==> config.mk <==
export PLATFORM = sky130hd
export DESIGN_NAME = motor_parameter_select
export DESIGN_NICKNAME = d
export VERILOG_FILES = /design/src/core/motor_select_pkg.sv /design/src/core/motor_parameter_select.sv /design/src/core/input_sync.sv
export SDC_FILE = /design/constraint.sdc
export NUM_CORES = 1
export LEC_CHECK = 0
export ABC_AREA = 1
export BUFFER_PORTS_ARGS = -buffer_cell sky130_fd_sc_hd__buf_2
export CORE_MARGIN = 2
export CORE_UTILIZATION = 35
export CTS_CLUSTER_SIZE = 10
export DETAILED_ROUTE_END_ITERATION = 8
export PLACE_DENSITY = 0.65
export SYNTH_ARGS = -nofsm -noshare
export SYNTH_HDL_FRONTEND = slang
export SYNTH_SLANG_ARGS = --single-unit
==> constraint.sdc <==
create_clock -name i_clk -period 3 [get_ports i_clk]
set_clock_uncertainty 0.05 [all_clocks]
set_input_delay 0.3 -clock i_clk [delete_from_list [all_inputs] [get_ports i_clk]]
set_output_delay 0.3 -clock i_clk [all_outputs]
set_load 0.02 [all_outputs]
==> src/core/motor_select_pkg.sv <==
// constants, field layout and types shared by the motor parameter select block
package motor_select_pkg;
   // register map (word offsets on the plain register port)
   localparam logic [3:0] mode_word_offset = 4'h0;
   localparam logic [3:0] switch_mode_offset = 4'h1;
   localparam logic [3:0] status_offset = 4'h2;
   localparam logic [3:0] select_request_offset = 4'h3;

   // protection/maintenance mode word
   localparam int mode_word_width = 8;
   localparam logic [7:0] mode_word_reset = 8'h53;
   localparam int bit_carrier_lowering = 0;
   localparam int bit_input_phase_alarm = 1;
   localparam int bit_output_phase_alarm = 2;
   localparam int bit_cap_user_threshold = 3;
   localparam int bit_cap_discharge_judge = 4;
   localparam int bit_fan_lock_continue = 5;
   localparam int bit_brake_error_alarm = 6;
   localparam int bit_enclosure_ip40 = 7;

   // group switch mode register: bit 0 group two, bit 1 group three, bit 2 group four
   localparam logic [2:0] switch_mode_reset = 3'h0;
   localparam logic switch_mode_motor = 1'b0;
   localparam logic switch_mode_param = 1'b1;

   // status register fields
   localparam int status_sel_lsb = 0;
   localparam int status_pending_bit = 4;
   localparam int status_running_bit = 5;
   localparam int status_mode_bit = 6;

   // input synchroniser depth
   localparam int sync_stages = 3;

   // selection encodings (one-hot motor index)
   typedef enum logic [3:0] {
      motor_one = 4'h1,
      motor_two = 4'h2,
      motor_three = 4'h4,
      motor_four = 4'h8
   } motor_sel_t;

   localparam logic [3:0] motor_sel_reset = 4'h1;
endpackage

==> src/core/motor_parameter_select.sv <==
// motor and parameter group selection with protection mode word
`timescale 1ns/1ns
module motor_parameter_select
(
   // clock and reset
   input wire logic i_clk,
   input wire logic i_reset,
   // register port
   input wire logic [3:0] i_addr,
   input wire logic [7:0] i_wdata,
   input wire logic i_write,
   input wire logic i_read,
   output logic [7:0] o_rdata,
   // digital input commands (pins)
   input wire logic i_select_motor_two,
   input wire logic i_select_motor_three,
   input wire logic i_select_motor_four,
   input wire logic i_run_command,
   // changeover switch outputs
   output logic o_motor_one_selected_out,
   output logic o_motor_two_selected_out,
   output logic o_motor_three_selected_out,
   output logic o_motor_four_selected_out,
   // parameter group control
   output logic [1:0] o_active_group,
   output logic [1:0] o_switchable_group,
   output logic [1:0] o_common_group,
   output logic o_motor_functions_disabled,
   // protection and maintenance feature controls
   output logic o_carrier_lowering_enable,
   output logic o_input_phase_alarm,
   output logic o_output_phase_alarm,
   output logic o_cap_user_threshold,
   output logic o_cap_discharge_judge,
   output logic o_fan_lock_alarm,
   output logic o_brake_error_alarm,
   output logic o_enclosure_ip40
);
   // priority decode of the select inputs to a one-hot motor
   function automatic logic [3:0] decode_select(input logic m2, input logic m3, input logic m4);
      if (m2)
      begin
         decode_select = motor_select_pkg::motor_two;
      end
      else if (m3)
      begin
         decode_select = motor_select_pkg::motor_three;
      end
      else if (m4)
      begin
         decode_select = motor_select_pkg::motor_four;
      end
      else
      begin
         decode_select = motor_select_pkg::motor_one;
      end
   endfunction

   // one-hot motor to group index
   function automatic logic [1:0] group_index(input logic [3:0] sel);
      case (sel)
         motor_select_pkg::motor_one: group_index = 2'h0;
         motor_select_pkg::motor_two: group_index = 2'h1;
         motor_select_pkg::motor_three: group_index = 2'h2;
         motor_select_pkg::motor_four: group_index = 2'h3;
         default: group_index = 2'h0;
      endcase
   endfunction

   // switch mode of the group that a motor selects; group one has none
   function automatic logic mode_of(input logic [3:0] sel, input logic [2:0] modes);
      case (sel)
         motor_select_pkg::motor_two: mode_of = modes[0];
         motor_select_pkg::motor_three: mode_of = modes[1];
         motor_select_pkg::motor_four: mode_of = modes[2];
         default: mode_of = motor_select_pkg::switch_mode_motor;
      endcase
   endfunction

   typedef enum logic [1:0] {
      st_idle = 2'h1,
      st_pending = 2'h2
   } sel_state_t;

   logic [3:0] pins_sync;
   logic m2_sync;
   logic m3_sync;
   logic m4_sync;
   logic run_sync;

   logic [7:0] mode_word_reg;
   logic [7:0] mode_word_next;
   logic [2:0] switch_mode_reg;
   logic [2:0] switch_mode_next;
   logic [3:0] sel_reg;
   logic [3:0] sel_next;
   logic applied_mode_reg;
   logic applied_mode_next;
   sel_state_t state_reg;
   sel_state_t state_next;
   logic [7:0] rdata_reg;
   logic [7:0] rdata_next;

   logic [3:0] requested;
   logic requested_mode;
   logic accept;

   input_sync
   #(
      .width(4),
      .reset_value(4'h0)
   )
   u_pin_sync
   (
      .i_clk(i_clk),
      .i_reset(i_reset),
      .i_async({i_run_command, i_select_motor_four, i_select_motor_three,
         i_select_motor_two}),
      .o_sync(pins_sync)
   );

   assign m2_sync = pins_sync[0];
   assign m3_sync = pins_sync[1];
   assign m4_sync = pins_sync[2];
   assign run_sync = pins_sync[3];

   assign requested = decode_select(m2_sync, m3_sync, m4_sync);
   // the mode that gates a change is the requested group's own setting
   // going back to motor one follows the mode of the group being left
   always_comb
   begin
      if (requested == motor_select_pkg::motor_one)
      begin
         requested_mode = applied_mode_reg;
      end
      else
      begin
         requested_mode = mode_of(requested, switch_mode_reg);
      end
   end

   // parameter mode takes changes any time, motor mode only while stopped
   assign accept = (requested_mode == motor_select_pkg::switch_mode_param) ||
      !run_sync;

   // selection state
   always_comb
   begin
      sel_next = sel_reg;
      applied_mode_next = applied_mode_reg;
      state_next = state_reg;
      case (state_reg)
         st_idle:
         begin
            if (requested != sel_reg)
            begin
               if (accept)
               begin
                  sel_next = requested;
                  applied_mode_next = mode_of(requested, switch_mode_reg);
               end
               else
               begin
                  state_next = st_pending;
               end
            end
         end
         st_pending:
         begin
            // a pending change is applied with the latest request once accepted (stopped or parameter mode)
            if (requested == sel_reg)
            begin
               state_next = st_idle;
            end
            else if (accept)
            begin
               sel_next = requested;
               applied_mode_next = mode_of(requested, switch_mode_reg);
               state_next = st_idle;
            end
         end
         default:
         begin
            state_next = st_idle;
         end
      endcase
   end

   always_ff @(posedge i_clk or posedge i_reset)
   begin
      if (i_reset)
      begin
         sel_reg <= motor_select_pkg::motor_sel_reset;
         applied_mode_reg <= motor_select_pkg::switch_mode_motor;
         state_reg <= st_idle;
      end
      else
      begin
         sel_reg <= sel_next;
         applied_mode_reg <= applied_mode_next;
         state_reg <= state_next;
      end
   end

   // register writes and reads
   always_comb
   begin
      mode_word_next = mode_word_reg;
      switch_mode_next = switch_mode_reg;
      rdata_next = 8'h00;
      if (i_write)
      begin
         case (i_addr)
            motor_select_pkg::mode_word_offset: mode_word_next = i_wdata;
            motor_select_pkg::switch_mode_offset: switch_mode_next = i_wdata[2:0];
            default: mode_word_next = mode_word_reg;
         endcase
      end
      if (i_read)
      begin
         case (i_addr)
            motor_select_pkg::mode_word_offset: rdata_next = mode_word_reg;
            motor_select_pkg::switch_mode_offset: rdata_next = {5'h00, switch_mode_reg};
            motor_select_pkg::status_offset:
            begin
               rdata_next[motor_select_pkg::status_sel_lsb +: 4] = sel_reg;
               rdata_next[motor_select_pkg::status_pending_bit] = (state_reg == st_pending);
               rdata_next[motor_select_pkg::status_running_bit] = run_sync;
               rdata_next[motor_select_pkg::status_mode_bit] = applied_mode_reg;
            end
            motor_select_pkg::select_request_offset: rdata_next = {4'h0, requested};
            default: rdata_next = 8'h00;
         endcase
      end
   end

   always_ff @(posedge i_clk or posedge i_reset)
   begin
      if (i_reset)
      begin
         mode_word_reg <= motor_select_pkg::mode_word_reset;
         switch_mode_reg <= motor_select_pkg::switch_mode_reset;
         rdata_reg <= 8'h00;
      end
      else
      begin
         mode_word_reg <= mode_word_next;
         switch_mode_reg <= switch_mode_next;
         rdata_reg <= rdata_next;
      end
   end

   assign o_rdata = rdata_reg;

   // changeover switch outputs straight from the selection flip-flops
   assign o_motor_one_selected_out = sel_reg[0];
   assign o_motor_two_selected_out = sel_reg[1];
   assign o_motor_three_selected_out = sel_reg[2];
   assign o_motor_four_selected_out = sel_reg[3];

   // switchable parameters always follow; active ones only in motor mode; common stay at group zero
   assign o_switchable_group = group_index(sel_reg);
   assign o_active_group = (applied_mode_reg == motor_select_pkg::switch_mode_param) ?
      2'h0 : group_index(sel_reg);
   assign o_common_group = 2'h0;
   assign o_motor_functions_disabled = (sel_reg != motor_select_pkg::motor_one) &&
      (applied_mode_reg == motor_select_pkg::switch_mode_motor);

   // feature controls; fan lock bit has inverted sense
   assign o_carrier_lowering_enable =
      mode_word_reg[motor_select_pkg::bit_carrier_lowering];
   assign o_input_phase_alarm =
      mode_word_reg[motor_select_pkg::bit_input_phase_alarm];
   assign o_output_phase_alarm =
      mode_word_reg[motor_select_pkg::bit_output_phase_alarm];
   assign o_cap_user_threshold =
      mode_word_reg[motor_select_pkg::bit_cap_user_threshold];
   assign o_cap_discharge_judge =
      mode_word_reg[motor_select_pkg::bit_cap_discharge_judge];
   assign o_fan_lock_alarm = !mode_word_reg[motor_select_pkg::bit_fan_lock_continue];
   assign o_brake_error_alarm =
      mode_word_reg[motor_select_pkg::bit_brake_error_alarm];
   assign o_enclosure_ip40 = mode_word_reg[motor_select_pkg::bit_enclosure_ip40];
endmodule // motor_parameter_select

==> src/core/input_sync.sv <==
// three-stage synchroniser with agreement filter for asynchronous pin inputs
`timescale 1ns/1ns
module input_sync
#(
   parameter int width = 1,
   parameter logic [width-1:0] reset_value = '0
)
(
   // clock and reset
   input wire logic i_clk,
   input wire logic i_reset,
   // raw and filtered levels
   input wire logic [width-1:0] i_async,
   output logic [width-1:0] o_sync
);
   logic [width-1:0] stage1_reg;
   logic [width-1:0] stage2_reg;
   logic [width-1:0] stage3_reg;
   logic [width-1:0] out_reg;
   logic [width-1:0] out_next;

   // stage1 feeds stage2 only; the filter looks at stage2 and stage3
   always_comb
   begin
      out_next = out_reg;
      for (int i = 0; i < width; i++)
      begin
         if (stage2_reg[i] == stage3_reg[i])
         begin
            out_next[i] = stage3_reg[i];
         end
      end
   end

   always_ff @(posedge i_clk or posedge i_reset)
   begin
      if (i_reset)
      begin
         stage1_reg <= reset_value;
         stage2_reg <= reset_value;
         stage3_reg <= reset_value;
         out_reg <= reset_value;
      end
      else
      begin
         stage1_reg <= i_async;
         stage2_reg <= stage1_reg;
         stage3_reg <= stage2_reg;
         out_reg <= out_next;
      end
   end

   assign o_sync = out_reg;
endmodule // input_sync

---- Word level (Yosys, flattened, before mapping) ----
Index checks and enable logic that the tools add are counted.
storage, ports and cells
  bits in registers ....................... 42
  output and inout port bits .............. 27
cells by class
  reduce and logical (&&, ||, !) cells .... 10
  mux-type cells .......................... 23
  eq/ne operators ......................... 23
  bitwise gates (word level) .............. 1
operators by type and width
  kind                  count
  $pmux W7 S4           1
  $mux W4               6
  $eq A4 B2 Y1 const B  4
  $mux W2               5
  $eq A4 B1 Y1 const B  2
  $eq A4 B3 Y1 const B  2
  $eq A4 B4 Y1 const B  2
  $mux W8               1
  $pmux W4 S2           1
  $ne A2 B2 Y1 const B  3
  $pmux W2 S3           1
  $reduce_and A3 Y1     2
  $mux W1               5
  $eq A1 B1 Y1          4
  $eq A4 B4 Y1          1
  $logic_not A4 Y1      1
  $ne A4 B1 Y1 const B  1
  $ne A4 B4 Y1          1
  $pmux W2 S2           1
  $reduce_and A2 Y1     2
  $ne A3 B3 Y1 const B  1
  $pmux W1 S3           1
  $eq A2 B1 Y1 const B  1
  $eq A2 B2 Y1 const B  1
  6 further kinds       7

---- Logic depth before layout (Yosys ltp) ----
  word-level depth ........................ 10
  depth in mapped cells ................... 9
  depth with buffers taken out ............ 9

---- Cells and area by module ----
A second synthesis with hierarchy kept.
second synthesis, totals
  cells, all modules ...................... 198
  area, all modules ....................... 1869.3 um^2
by module, submodules not included
  module                  seq. area each (um^2)  cells an instance  instances  area each (um^2)
  motor_parameter_select  658.1                  165                1          1400.1
  input_sync              400.4                  33                 1          469.2

---- Worst setup path after synthesis ----
Ideal clock, no wire load.
  kind .................................... register to output
  start point ............................. reg sel_reg[3]
  end point ............................... out o_active_group[1]
  stages on the path, launching flop included .. 3
  setup slack ............................. 1.294 ns
  data required time ...................... 2.650 ns
  arrival ................................. 1.356 ns
  cell sequence ........................... dfrtp_1 > nor2_1 > nor4_1
between the ends
  word-level cells in the longest chain between the ends .. 3
ends and longest elaborated chain
  what                                        line                           source
  start, declared                             motor_parameter_select.sv:95   logic [3:0] sel_reg;
  start signal, assigned                      motor_parameter_select.sv:193  sel_reg <= motor_select_pkg::motor_sel_reset;
  start signal, assigned                      motor_parameter_select.sv:199  sel_reg <= sel_next;
  $eq A4 B4 Y1, or another cell as far along  motor_parameter_select.sv:61   case (sel)
  $pmux W2 S3 (*)                             motor_parameter_select.sv:61
  $mux W2 (*)                                 motor_parameter_select.sv:263  assign o_active_group = (applied_mode_reg == motor_select_pkg::switch_mode_param) ?
  end, declared                               motor_parameter_select.sv:25   output logic [1:0] o_active_group,
Mark *: on every way between the ends. The rest lies on a longest branch, timed or not.

---- Worst setup path after layout ----
  start point ............................. reg sel_reg[3]
  end point ............................... out o_active_group[0]
Same word-level chain as after synthesis.

==> metrics.md <==
| Metric | Value |
|---|---|
| Run status | `finished clean` |
| Library cells used by synthesis | `31` |
| Final hold violations | `0` |
| First-pass GRT wire length | `about 6200 µm` |
| Final Core Density | `43.7%` |
| Worst Setup End Kind | `primary output` |
| Crit path largest cell delay | `0.46 ns` |
| Number of synthesized flops with an enable pin | `0` |
| Syn Area/Cell | `about 9.6 µm²` |
| Area growth from synthesis to final layout | `21.5%` |
| Detailed Place HPWL | `2660 µm` |
| Row cnt | `26` |
| Seq/Total Area, Yosys | `57.9%` |
| Worst slew margin | `66.3%` |
| RR Endpoint | `sel_reg[1]` |
| Total track usage | `13.3%` |
| Vias in the first global route | `1341` |
| Flop-to-flop setup slack | `1.54 ns` |
| Placed instance count | `303` |
| Post-synthesis cell area | `1830 µm²` |
| Arrival time worst endpoint | `1.43 ns` |
| Setup TNS | `0 ns` |
| Clock Sinks | `42` |
| Post-route ant nets | `0` |
| Worst hold path class | `input port to asynchronous set/reset pin` |
| Unrepaired setup endpoints after global routing | `false` |
| Async SR Flop Fraction | `between 90% and 100%` |
| Skew-Pair Late Insertion Delay | `0.30 ns` |
| Cells after Synth | `190` |
| FF-to-FF Start | `u_pin_sync.o_sync[0]` |
| Synth Register Bits | `42` |
| Final min period | `1.78 ns` |
| Finished Layout Cells | `311` |
| Total grt overflow | `0` |
| WP data required | `around 2.7 ns` |
| Maximum VDD drop | `around 0.4 mV` |
| Synth top area share | `49.3%` |
| P per Cell Area | `around 800 nW/µm²` |
| Critical path, cell by cell | `nor2_1 -> nand3_1 -> a21oi_1 -> buf_2` |
| Ant diodes | `0` |
| Final Cell Area | `2220 µm²` |
| Hold buffers post-CTS | `0` |
| DRC | `0` |
| Post-synth top area cell | `dfrtp_1` |
| Initial antenna violation count | `0` |
| Via count | `1388` |
| Max Freq | `0.561 GHz` |
| Most used flip-flop cell after synthesis | `dfrtp_1` |
| Drt pass-1 iters | `5` |
| Total CTS buffers | `5` |
| Placed cell area | `around 2100 µm²` |
| Clock buffer depth | `2` |
| Count of final setup violators | `0` |
| WL/cell | `11.1 µm` |
| Die Width | `76.2 µm` |
| Pleak | `between 1 and 1.5 nW` |
| Critical path's slowest cell | `dfrtp_1` |
| Total chip power | `0.00178 W` |
| Pin count of the biggest net entering global routing | `43` |
| Tightest Pin Transition | `0.506 ns` |
| Crit path kind | `flip-flop to primary output` |
| Max-cap violations | `0` |
| Die Ht | `76.2 µm` |
| Total setup buffers inserted after CTS | `0` |
| Initial Util | `36.0%` |
| Routed vias/inst | `between 4 and 5` |
| Crit Path Max Fanout | `7` |
| CTS clk-pin slew, worst paths | `0.09 ns` |
| PostCTS Resize Cnt | `0` |
| I/O Pins | `47` |
| Clock root buffer | `clkbuf_8` |
| Final Max Slew Viols | `0` |
| Synth area leaders | `dfrtp_1 (49%), nand2_1 (9.7%), dfstp_2 (8.6%)` |
| Worst R2R Path Depth | `8` |
| Initial DRC Count | `56` |
| Commonest cells after routing, fill and taps aside | `nand2_1 (47), buf_2 (44), dfrtp_1 (36)` |
| IO Port Bufs | `44` |
| Share of cells above drive strength 1 | `31.1%` |
| Die Area | `5810 µm²` |
| Core ar. | `around 5100 µm²` |
| Layout Nets | `260` |
| CTS tree | `built` |
| Commonest non-fill, non-tap cell in the layout | `nand2_1` |
| Crit share post-route | `59.4%` |
| Htree depth | `2` |
| Yosys warnings | `0` |
| RePlAce Congestion | `just under 0.9` |
| Detailed Route WL | `between 3000 and 4000 µm` |
| Startpoint types | `flip-flop` |
## synthesized netlist by cell type, types with 2 or more instances
master	count
nand2_1	47
dfrtp_1	36
inv_1	26
nor2_1	13
nand3_1	9
a21oi_1	6
dfstp_2	6
nand4_1	5
maj3_1	4
nand2_2	4
mux2_1	3
o21ai_0	3
o21ai_1	3
o22ai_1	3
a31oi_1	2
buf_4	2
inv_2	2
nand3_4	2
nor2_2	2
## cells by family (layout without fill, tap and decap cells)
logic type	Yosys count	after routing	share of synthesized area, %
muxes	3	3	1.85
adders and majority gates	4	4	2.19
buffers and inverters	31	81	6.85
other	1	2	0.205
and+or+nand+nor	90	90	25.0
xor gates and xnor gates	1	1	0.480
DFF	42	42	57.9
AOI/OAI and AO/OA	18	18	5.48
## metal layers
layer	wire length (µm)	GRT usage, %	vias up	part of all wire [%]
met1	1670	18.3	633	48
met4	34	4.36	0	0.98
met3	178	3.67	4	5.1
li1	-	-	709	-
met5	0	0	-	0
met2	1580	20.4	42	46
## how the worst max path moves through the flow
stage / startpoint / to / slack [ns] / cells after the start
detailed placement: i_addr[3] / mode_word_reg[3] / 1.34 / 6
finish: sel_reg[3] / o_active_group[0] / 1.22 / 4
global placement: i_addr[3] / mode_word_reg[7] / 1.41 / 6
CTS: sel_reg[3] / o_active_group[0] / 1.21 / 4
floorplan: sel_reg[3] / o_active_group[1] / 1.29 / 2
global route: sel_reg[3] / o_active_group[0] / 1.14 / 4
## critical path, delay by kind of cell (launching register included)
family / cells / cell delay (ns)
compound gates: 1 / 0.15
buf+inv: 1 / 0.18
flops: 1 / 0.46
simple gates: 2 / 0.35
## final cells by class
| type | instances | area (µm²) |
|---|---|---|
| timing repair buffer | 45 | 228 |
| clock buffer | 5 | 68.8 |
| tap | 70 | 87.6 |
| inverter | 28 | 105 |
| sequential | 42 | 1060 |
| fill | 536 | 2860 |
| multi-input combinational | 118 | 647 |
| clock inverter | 3 | 25.0 |
## power by group
group          switching [W]  internal [W]  total (W)
sequential         0.0000987      0.000675   0.000774
combinational       0.000414      0.000219   0.000633
clock               0.000202      0.000168   0.000369
## per-stage QoR
| stage | worst slack [ns] | hold slack, ns |
|---|---|---|
| 2_1_floorplan | 1.29 | 0.281 |
| 3_3_place_gp | 1.41 | 0.285 |
| 3_5_place_dp | 1.34 | 0.286 |
| 4_1_cts | 1.21 | 0.0427 |
| 5_1_grt | 1.14 | 0.0352 |
| 6_report | 1.22 | 0.0515 |
Note: power is estimated with default switching activity, not from simulation.
